$ cat config.mk
export PLATFORM = sky130hd
export DESIGN_NAME = dcc_top
export DESIGN_NICKNAME = d
export VERILOG_FILES = /design/src/hdl/dcc_pkg.sv /design/src/hdl/dcc_top.sv
export SDC_FILE = /design/constraint.sdc
export NUM_CORES = 1
export LEC_CHECK = 0
export BUFFER_PORTS_ARGS = -buffer_cell sky130_fd_sc_hd__buf_2
export CAP_MARGIN = 20
export CORE_ASPECT_RATIO = 0.7
export CORE_MARGIN = 5
export CORE_UTILIZATION = 43
export CTS_BUF_LIST = sky130_fd_sc_hd__clkbuf_8
export DETAILED_ROUTE_END_ITERATION = 10
export MAX_ROUTING_LAYER = met4
export PLACE_DENSITY = 0.69
export SKIP_CTS_REPAIR_TIMING = 1
export SYNTH_ARGS = -nofsm -noshare
export SYNTH_HDL_FRONTEND = slang
export SYNTH_SLANG_ARGS = --single-unit
export TNS_END_PERCENT = 100
$ cat constraint.sdc
create_clock -name CLK -period 1.9 [get_ports CLK]
set_clock_uncertainty 0.1 [all_clocks]
set_input_delay 0.095 -clock CLK [delete_from_list [all_inputs] [get_ports CLK]]
set_output_delay 0.095 -clock CLK [all_outputs]
set_load 0.005 [all_outputs]
$ cat src/hdl/dcc_pkg.sv
// Constants for the dual comparator control block.
// Assumes an 8-bit special-function-register bus and one system clock.
package dcc_pkg;

  // ----------------------------------------------------------------
  // Register addresses, index 0 is the first comparator
  // ----------------------------------------------------------------
  localparam int DCC_NUM = 2;
  localparam logic [1:0][7:0] DCC_CTRL_ADDR = {8'h9a, 8'h9b};
  localparam logic [1:0][7:0] DCC_MODE_ADDR = {8'h9c, 8'h9d};
  localparam logic [1:0][7:0] DCC_MUX_ADDR = {8'h9e, 8'h9f};

  // ----------------------------------------------------------------
  // Control register fields
  // ----------------------------------------------------------------
  localparam int DCC_ON_BIT = 7;
  localparam int DCC_RESULT_BIT = 6;
  localparam int DCC_RISE_BIT = 5;
  localparam int DCC_FALL_BIT = 4;
  localparam int DCC_HYP_LSB = 2;
  localparam int DCC_HYN_LSB = 0;
  localparam logic [7:0] DCC_CTRL_RESET = 8'h00;

  // ----------------------------------------------------------------
  // Mode and mux register fields
  // ----------------------------------------------------------------
  localparam int DCC_RIE_BIT = 5;
  localparam int DCC_FIE_BIT = 4;
  localparam int DCC_SPEED_LSB = 0;
  localparam logic [7:0] DCC_MODE_RESET = 8'h02;
  localparam logic [7:0] DCC_MODE_MASK = 8'h33;
  localparam int DCC_MINUS_LSB = 4;
  localparam int DCC_PLUS_LSB = 0;
  localparam logic [7:0] DCC_MUX_RESET = 8'h00;
  localparam logic [7:0] DCC_MUX_MASK = 8'h33;
  localparam logic [1:0] DCC_SEL_RESERVED = 2'h3;

endpackage

$ cat src/hdl/dcc_top.sv
// Digital control and status of two programmable voltage comparators.
// Assumes the analog comparators deliver their results asynchronously
// and that software reaches the registers over the SFR bus below.
// Assumes one system clock and an asynchronous, active-low chip reset.
`timescale 1ns/1ps
module dcc_top
  import dcc_pkg::*;
#(
  parameter bit SMALL_PKG = 1'b0
)
(
  // Clock and reset
  input wire logic CLK,
  input wire logic RSTN,
  // Special-function-register bus
  input wire logic [7:0] SFR_ADDR,
  input wire logic [7:0] SFR_WDATA,
  input wire logic SFR_WE,
  input wire logic SFR_RE,
  output logic [7:0] SFR_RDATA,
  // Analog comparator results, asynchronous
  input wire logic [1:0] COMP_RAW,
  // Analog front-end controls
  output logic [1:0] COMP_ON,
  output logic [3:0] POS_HYSTERESIS_SEL,
  output logic [3:0] NEG_HYSTERESIS_SEL,
  output logic [3:0] PLUS_INPUT_SEL,
  output logic [3:0] MINUS_INPUT_SEL,
  output logic [3:0] RESPONSE_SPEED_SEL,
  // Outputs towards the pins and the interrupt and reset logic
  output logic [1:0] LATCHED_RESULT_OUT,
  output logic [1:0] RAW_RESULT_OUT,
  output logic [1:0] RISE_IRQ,
  output logic [1:0] FALL_IRQ,
  output logic COMP_RESET_REQ
);

  // ----------------------------------------------------------------
  // Register state
  // ----------------------------------------------------------------
  logic [1:0][7:0] ctrl_reg;
  logic [1:0][7:0] mode_reg;
  logic [1:0][7:0] mux_reg;
  logic [1:0] sync1_reg;
  logic [1:0] sync2_reg;
  logic [1:0] prev_reg;
  logic [1:0] latched_reg;
  logic [7:0] rdata_reg;
  logic [7:0] rdata_next;

  // ----------------------------------------------------------------
  // Per-comparator registers and edge detection
  // ----------------------------------------------------------------
  // Both instances come from one loop so they cannot drift apart.
  generate
    for (genvar i = 0; i < DCC_NUM; i++)
    begin : g_comp
      logic [7:0] ctrl_next;
      logic [7:0] mode_next;
      logic [7:0] mux_next;
      logic [1:0] plus_sel;
      logic [1:0] minus_sel;
      logic rise_evt;
      logic fall_evt;
      logic latched_next;

      always_comb
      begin
        // Edges are judged on the second synchroniser stage against its last sample gated by the enable bit.
        rise_evt = ctrl_reg[i][DCC_ON_BIT] & sync2_reg[i] & ~prev_reg[i];
        fall_evt = ctrl_reg[i][DCC_ON_BIT] & ~sync2_reg[i] & prev_reg[i];
        ctrl_next = ctrl_reg[i];
        mode_next = mode_reg[i];
        mux_next = mux_reg[i];
        if (SFR_WE && SFR_ADDR == DCC_CTRL_ADDR[i])
        begin
          ctrl_next = SFR_WDATA;
          // The result bit is not storage; reads replace it with the latched result.
          ctrl_next[DCC_RESULT_BIT] = 1'b0;
        end
        if (SFR_WE && SFR_ADDR == DCC_MODE_ADDR[i])
        begin
          // Unused bits are dropped here so they always read back as zero.
          mode_next = SFR_WDATA & DCC_MODE_MASK;
        end
        if (SFR_WE && SFR_ADDR == DCC_MUX_ADDR[i])
        begin
          mux_next = SFR_WDATA & DCC_MUX_MASK;
        end
        // A set in the same cycle as a software clear wins, so no edge is lost.
        ctrl_next[DCC_RISE_BIT] = ctrl_next[DCC_RISE_BIT] | rise_evt;
        ctrl_next[DCC_FALL_BIT] = ctrl_next[DCC_FALL_BIT] | fall_evt;
        latched_next = sync2_reg[i] & ctrl_reg[i][DCC_ON_BIT];
        // On the small package the fourth pin is absent, so code 3 selects the first.
        // Software still reads back the code it wrote; only the analog mux sees the change.
        plus_sel = mux_reg[i][DCC_PLUS_LSB +: 2];
        minus_sel = mux_reg[i][DCC_MINUS_LSB +: 2];
        if (SMALL_PKG && plus_sel == DCC_SEL_RESERVED)
        begin
          plus_sel = 2'h0;
        end
        if (SMALL_PKG && minus_sel == DCC_SEL_RESERVED)
        begin
          minus_sel = 2'h0;
        end
      end

      always_ff @(posedge CLK or negedge RSTN)
      begin
        if (!RSTN)
        begin
          ctrl_reg[i] <= DCC_CTRL_RESET;
          mode_reg[i] <= DCC_MODE_RESET;
          mux_reg[i] <= DCC_MUX_RESET;
          sync1_reg[i] <= 1'b0;
          sync2_reg[i] <= 1'b0;
          prev_reg[i] <= 1'b0;
          latched_reg[i] <= 1'b0;
        end
        else
        begin
          ctrl_reg[i] <= ctrl_next;
          mode_reg[i] <= mode_next;
          mux_reg[i] <= mux_next;
          // Two stages, because the analog result may change at any moment.
          sync1_reg[i] <= COMP_RAW[i];
          sync2_reg[i] <= sync1_reg[i];
          // Gated like the latched output, so a high level held while off flags a rise once switched on.
          prev_reg[i] <= latched_next;
          latched_reg[i] <= latched_next;
        end
      end

      // ----------------------------------------------------------------
      // Front-end controls and outputs
      // ----------------------------------------------------------------
      assign COMP_ON[i] = ctrl_reg[i][DCC_ON_BIT];
      assign POS_HYSTERESIS_SEL[2*i +: 2] = ctrl_reg[i][DCC_HYP_LSB +: 2];
      assign NEG_HYSTERESIS_SEL[2*i +: 2] = ctrl_reg[i][DCC_HYN_LSB +: 2];
      assign PLUS_INPUT_SEL[2*i +: 2] = plus_sel;
      assign MINUS_INPUT_SEL[2*i +: 2] = minus_sel;
      assign RESPONSE_SPEED_SEL[2*i +: 2] = mode_reg[i][DCC_SPEED_LSB +: 2];
      assign LATCHED_RESULT_OUT[i] = latched_reg[i];
      // The raw path has no flip-flop so it keeps working with the clock stopped.
      assign RAW_RESULT_OUT[i] = COMP_RAW[i] & ctrl_reg[i][DCC_ON_BIT];
      // Each edge keeps its own request so the handler can tell them apart.
      assign RISE_IRQ[i] = ctrl_reg[i][DCC_RISE_BIT] & mode_reg[i][DCC_RIE_BIT];
      assign FALL_IRQ[i] = ctrl_reg[i][DCC_FALL_BIT] & mode_reg[i][DCC_FIE_BIT];
    end
  endgenerate

  // ----------------------------------------------------------------
  // Reset source
  // ----------------------------------------------------------------
  // Only the first comparator feeds the reset logic.
  assign COMP_RESET_REQ = latched_reg[0];

  // ----------------------------------------------------------------
  // Read data, registered one cycle after the read strobe
  // ----------------------------------------------------------------
  always_comb
  begin
    rdata_next = rdata_reg;
    if (SFR_RE)
    begin
      // Unmapped addresses read as zero rather than whatever was read last.
      rdata_next = 8'h00;
      for (int k = 0; k < DCC_NUM; k++)
      begin
        if (SFR_ADDR == DCC_CTRL_ADDR[k])
        begin
          rdata_next = ctrl_reg[k];
          rdata_next[DCC_RESULT_BIT] = latched_reg[k];
        end
        if (SFR_ADDR == DCC_MODE_ADDR[k])
        begin
          rdata_next = mode_reg[k];
        end
        if (SFR_ADDR == DCC_MUX_ADDR[k])
        begin
          rdata_next = mux_reg[k];
        end
      end
    end
  end

  always_ff @(posedge CLK or negedge RSTN)
  begin
    if (!RSTN)
    begin
      rdata_reg <= 8'h00;
    end
    else
    begin
      // The byte holds between reads, so a slow reader still sees it.
      rdata_reg <= rdata_next;
    end
  end

  assign SFR_RDATA = rdata_reg;

endmodule

# After elaboration in Yosys (flattened, before gate mapping)
# Index checks and enable logic that the tools add are counted.
dict set report word_totals {
  ff_bits 44
  output_inout_bits 39
  input_bits 22
  elab_cells 57
}
dict set report classes {
  eq_ne 6
  bitwise 22
  muxes 8
  reduce_logical 6
}
# operator n
set ops {}
lappend ops {{$eq 8x8->1 const B} 6}
lappend ops {{$mux 8} 6}
lappend ops {{$and 1x1->1} 14}
lappend ops {{$mux 6} 2}
lappend ops {{$logic_and 1x1->1} 6}
lappend ops {{$not 1->1} 4}
lappend ops {{$or 1x1->1} 4}

# Depth between registers and ports, before layout
dict set report logic_depth {
  ltp_word 7
  ltp_mapped 6
  depth_no_buf 4
}

# Worst setup path after synthesis
# No wires, ideal clock.
dict set report synth_timing {
  path_kind {input-to-reg}
  from {in SFR_ADDR[5]}
  to {reg ctrl_reg, in the netlist COMP_ON[0]}
  required_ps 1675
  setup_ps 125
  cell_stages 4
  t_arrival_ps 1246
  n_path_buf 1
  slack_ps 429
  cell_sequence {nand4bb_1 -> buf_6 -> nor4_4 -> mux2_2}
}
dict set report synth_between {
  elab_chain_len 2
}
# item line
set synth_lines {}
lappend synth_lines {{start, declared} dcc_top.sv:16} ;# input wire logic [7:0] SFR_ADDR,
lappend synth_lines {{$eq 8x8->1} dcc_top.sv:75} ;# if (SFR_WE && SFR_ADDR == DCC_CTRL_ADDR[i])
lappend synth_lines {{$logic_and 1x1->1} dcc_top.sv:75}
lappend synth_lines {{end signal, assigned by index} dcc_top.sv:122} ;# ctrl_reg[i] <= ctrl_next;
lappend synth_lines {{end, declared} dcc_top.sv:41} ;# logic [1:0][7:0] ctrl_reg;
# Every way passes these cells.
# A chain may end at the register's enable or synchronous reset.

# Worst setup path in the final report
dict set report layout_timing {
  from {reg mux_reg, in the netlist MINUS_INPUT_SEL[0]}
  to {reg rdata_reg[4] (netlist: SFR_RDATA[4])}
}
dict set report layout_between {
  elab_chain_len 4
}
# item line
set layout_lines {}
lappend layout_lines {{start, declared} dcc_top.sv:43} ;# logic [1:0][7:0] mux_reg;
lappend layout_lines {{start signal, assigned by index} dcc_top.sv:124} ;# mux_reg[i] <= mux_next;
lappend layout_lines {{$mux 8} dcc_top.sv:179} ;# if (SFR_ADDR == DCC_MUX_ADDR[k])
lappend layout_lines {{$mux 8} dcc_top.sv:170} ;# if (SFR_ADDR == DCC_CTRL_ADDR[k])
lappend layout_lines {{$mux 8} dcc_top.sv:175} ;# if (SFR_ADDR == DCC_MODE_ADDR[k])
lappend layout_lines {{$mux 8} dcc_top.sv:179}
lappend layout_lines {{end signal, assigned} dcc_top.sv:196} ;# rdata_reg <= rdata_next;
lappend layout_lines {{end, declared} dcc_top.sv:48} ;# logic [7:0] rdata_reg;
# Every way passes these cells.

==> metrics.log <==
INFO  metric post-route-cell-area = approximately 2700 um^2
INFO  metric slew_limit_fails = 0
INFO  metric cellLeakagePower = approximately 1.3 nW
INFO  metric synth_seq_cells = 44
INFO  metric worst_slew_margin = 0.623
INFO  metric largest_register_ff_count = 8
INFO  metric final_nets = roughly 280
INFO  metric critical_path_peak_fanout = 3
INFO  metric floorplan.die_area = a little under 7000 um^2
INFO  metric final.min_clock_period = about 1.5 ns
INFO  metric largest_delay_contributor_family_on_the_critical_path = compound AO/OA/AOI/OAI gates
INFO  metric drt_first_iter_violations = around 110
INFO  metric die_w = 96.6 um
INFO  metric ant_nets = 0
INFO  metric timing.hold.worst.class = input port to register
INFO  metric yosys.area.top_type_share = 0.465
INFO  metric switching_share = 0.252
INFO  metric drive_above_1_share = 0.424
INFO  metric timing.setup.critical_path_class = register to register
INFO  metric clk-insertion-delay-late = 0.29 ns
INFO  metric dieHeight = 70.7 um
INFO  metric highest_ir_drop_seen_on_vdd = 0.000287 V
INFO  metric power_share_of_the_sequential_group = 0.568
INFO  metric power_density = 662 nW/um^2
INFO  metric fin_tns_setup = 0 ns
INFO  metric cts.sink_count = 44
INFO  metric part_of_the_yosys_area_used_for_sequential_elements = 0.488
INFO  metric viasPerCell = just over 5
INFO  metric finalCritPeriodShare = 0.765
INFO  metric drt-total-wl = between 5 and 6 mm
INFO  metric synth_top_flop_cell = dfrtp_1
INFO  metric post_dp_cell_area = 2550 um^2
INFO  metric final_count_of_negative_setup_slack_endpoints = 0
INFO  metric initial_core_util = 0.437
INFO  metric first_global_vias = around 1700
INFO  metric grt_setup_unrepaired = false
INFO  metric hold_violations = 0
INFO  metric worst-path-buf-inv = 0
INFO  metric yosysUniqueCellTypes = 32
INFO  metric netSwitchingPower = about 0.45 mW
INFO  metric n_fill_cell = roughly 510
INFO  metric design.core.area = ~5200 um^2
INFO  metric final.setup.worst_slack = between 0.4 and 0.5 ns
INFO  metric place.detailed.hpwl = approximately 4 mm
INFO  metric cp-start-kind = register
INFO  metric worstPathArrival = ~1.6 ns
INFO  metric avgSynthCellArea = around 11 um^2
INFO  metric cell_count_after_synthesis = about 200
INFO  metric grt_pass1_wl = between 8 and 9 mm
INFO  metric wl_per_cell = roughly 16 um
INFO  metric crit_chain = a21boi_0 > nor4_1 > o221ai_1 > a31oi_1
INFO  metric synth_commonest_cells = dfrtp_1 (42), mux2_2 (26), buf_4 (16), nand2_1 (15), inv_1 (11)
INFO  metric grt.total_usage = 0.164
INFO  metric via_count_of_the_routed_design = 1672
INFO  metric syn_to_final_growth = 19.3%
INFO  metric io_pins = 61
INFO  metric postSynthNetCount = between 200 and 250
INFO  metric synth-async-reset-ratio = 1.00
INFO  metric cts_tree = yes
INFO  metric cts_htree_levels = 2
INFO  metric yosysMostFrequentCell = dfrtp_1
INFO  metric grt_max_degree = 26
INFO  metric worstMarginPinSlew = around 0.57 ns
INFO  metric synth_top_cell_by_area = dfrtp_1
INFO  metric proportion_of_power_drawn_by_the_clock_network = 0.302
INFO  metric drc = 0
INFO  metric grt_antenna_before_repair = 0
INFO  metric cts.clk_slew.worst_paths = 0.08 ns
INFO  metric cts-root-to-sink-buffers = 2
INFO  metric outcome = complete, no violations
INFO  metric yosysWarningCount = 0
INFO  metric ff2ff_setup_slack = about 0.45 ns
INFO  metric cpPeakStageDelay = about 0.41 ns
INFO  metric gpl.final_weighted_congestion = 0.826
INFO  metric maxCapViolCount = 0
INFO  metric root_buffer = clkbuf_8
INFO  metric required = just over 2 ns
INFO  metric synth_area = 2260 um^2
INFO  metric standard_cell_rows = 22
INFO  metric slowest_stage = nor4_1
INFO  metric finalPower = around 1.8 mW
INFO  metric fmax = 688 MHz
INFO  metric combPwrFrac = 0.130
INFO  metric internal_power = 1.34 mW
INFO  metric synth_enable_flop_cells = 0
INFO  metric endpoint_kind = register
INFO  metric grt_overflow = 0
INFO  metric detail_route.first_pass.iterations = 4
INFO  metric cts_made_buffers = 5
INFO  metric place_ws = slightly above 0.2 ns
INFO  metric post-route-util = 0.521
INFO  metric synth_area_leaders = dfrtp_1 (47%), mux2_2 (13%), buf_4 (5.3%)
INFO  metric port-buffer-count = 59
INFO  metric antennaDiodeCount = 0
kinds of logic (layout without fill, tap and decap cells):
| group | Yosys count | after routing | synth area share |
|---|---|---|---|
| DFF | 44 | 44 | 0.488 |
| and+or+nand+nor | 58 | 58 | 0.174 |
| buffers and inverters | 35 | 93 | 0.0908 |
| AOI/OAI and AO/OA | 28 | 28 | 0.0819 |
| muxes | 34 | 34 | 0.165 |
metrics by stage:
step / instances / hold WS [ns]
after floorplan: 199 / -0.301
after global placement: 315 / 0.0227
after detailed placement: 315 / 0.0246
after CTS: 322 / -0.296
after global routing: 329 / 0.0109
final: 329 / 0.00000308
per-layer routing:
metal | part of all wire | wire length, um | GRT usage | vias up
li1 | - | - | - | 813
met1 | 0.52 | 2690 | 0.243 | 791
met2 | 0.40 | 2090 | 0.220 | 61
met3 | 0.068 | 351 | 0.0414 | 7
met4 | 0.011 | 59 | 0.0467 | 0
met5 | 0 | 0 | - | -
worst paths after layout:
kind,cells after the start,startpoint,endpoint
setup / recovery,4,MINUS_INPUT_SEL[0],SFR_RDATA[4]
hold / removal,3,SFR_WDATA[0],RESPONSE_SPEED_SEL[0]
setup reg to reg,4,MINUS_INPUT_SEL[0],SFR_RDATA[4]
hold reg to reg,0,sync1_reg[1],sync2_reg[1]
max in group asynchronous,3,RSTN,PLUS_INPUT_SEL[1]
min in group asynchronous,2,RSTN,RESPONSE_SPEED_SEL[0]
final cells by class:
type | instances | area [um^2] | area share
Sequential cell | 44 | 1100 | 0.409
Multi-Input combinational cell | 120 | 951 | 0.353
Clock inverter | 2 | 8.76 | 0.00325
Inverter | 11 | 41.3 | 0.0153
Tap cell | 72 | 90.1 | 0.0334
Clock buffer | 5 | 68.8 | 0.0255
Timing Repair Buffer | 75 | 433 | 0.161
cell usage in the layout, fill, tap and decap left out, drive strengths merged, types with 5 or more instances in the layout:
master,netlist,layout
clkbuf,2,5
nor3,6,6
nand2,16,16
mux2,26,26
dfrtp,42,42
inv,11,12
nor4,7,7
o21ai,8,8
nor3b,8,8
buf,22,68
dlygate4sd3,0,7
nor2,5,5
and2,6,6
mux2i,8,8
power groups by stage:
| stage | Sequential (mW) | Combinational [mW] | Clock, mW |
|---|---|---|---|
| after floorplan | 1.03 | 0.127 | 0 |
| after global placement | 1.03 | 0.220 | 0 |
| after detailed placement | 1.03 | 0.223 | 0 |
| after CTS | 1.01 | 0.224 | 0.560 |
| after global routing | 1.02 | 0.258 | 0.602 |
| final | 1.01 | 0.232 | 0.539 |
worst min-delay path: stages:
cell and delay, ns:
buf_2 0.15, nand2_1 0.06, o21ai_0 0.06
No activity file was read; power rests on OpenSTA's default activity.
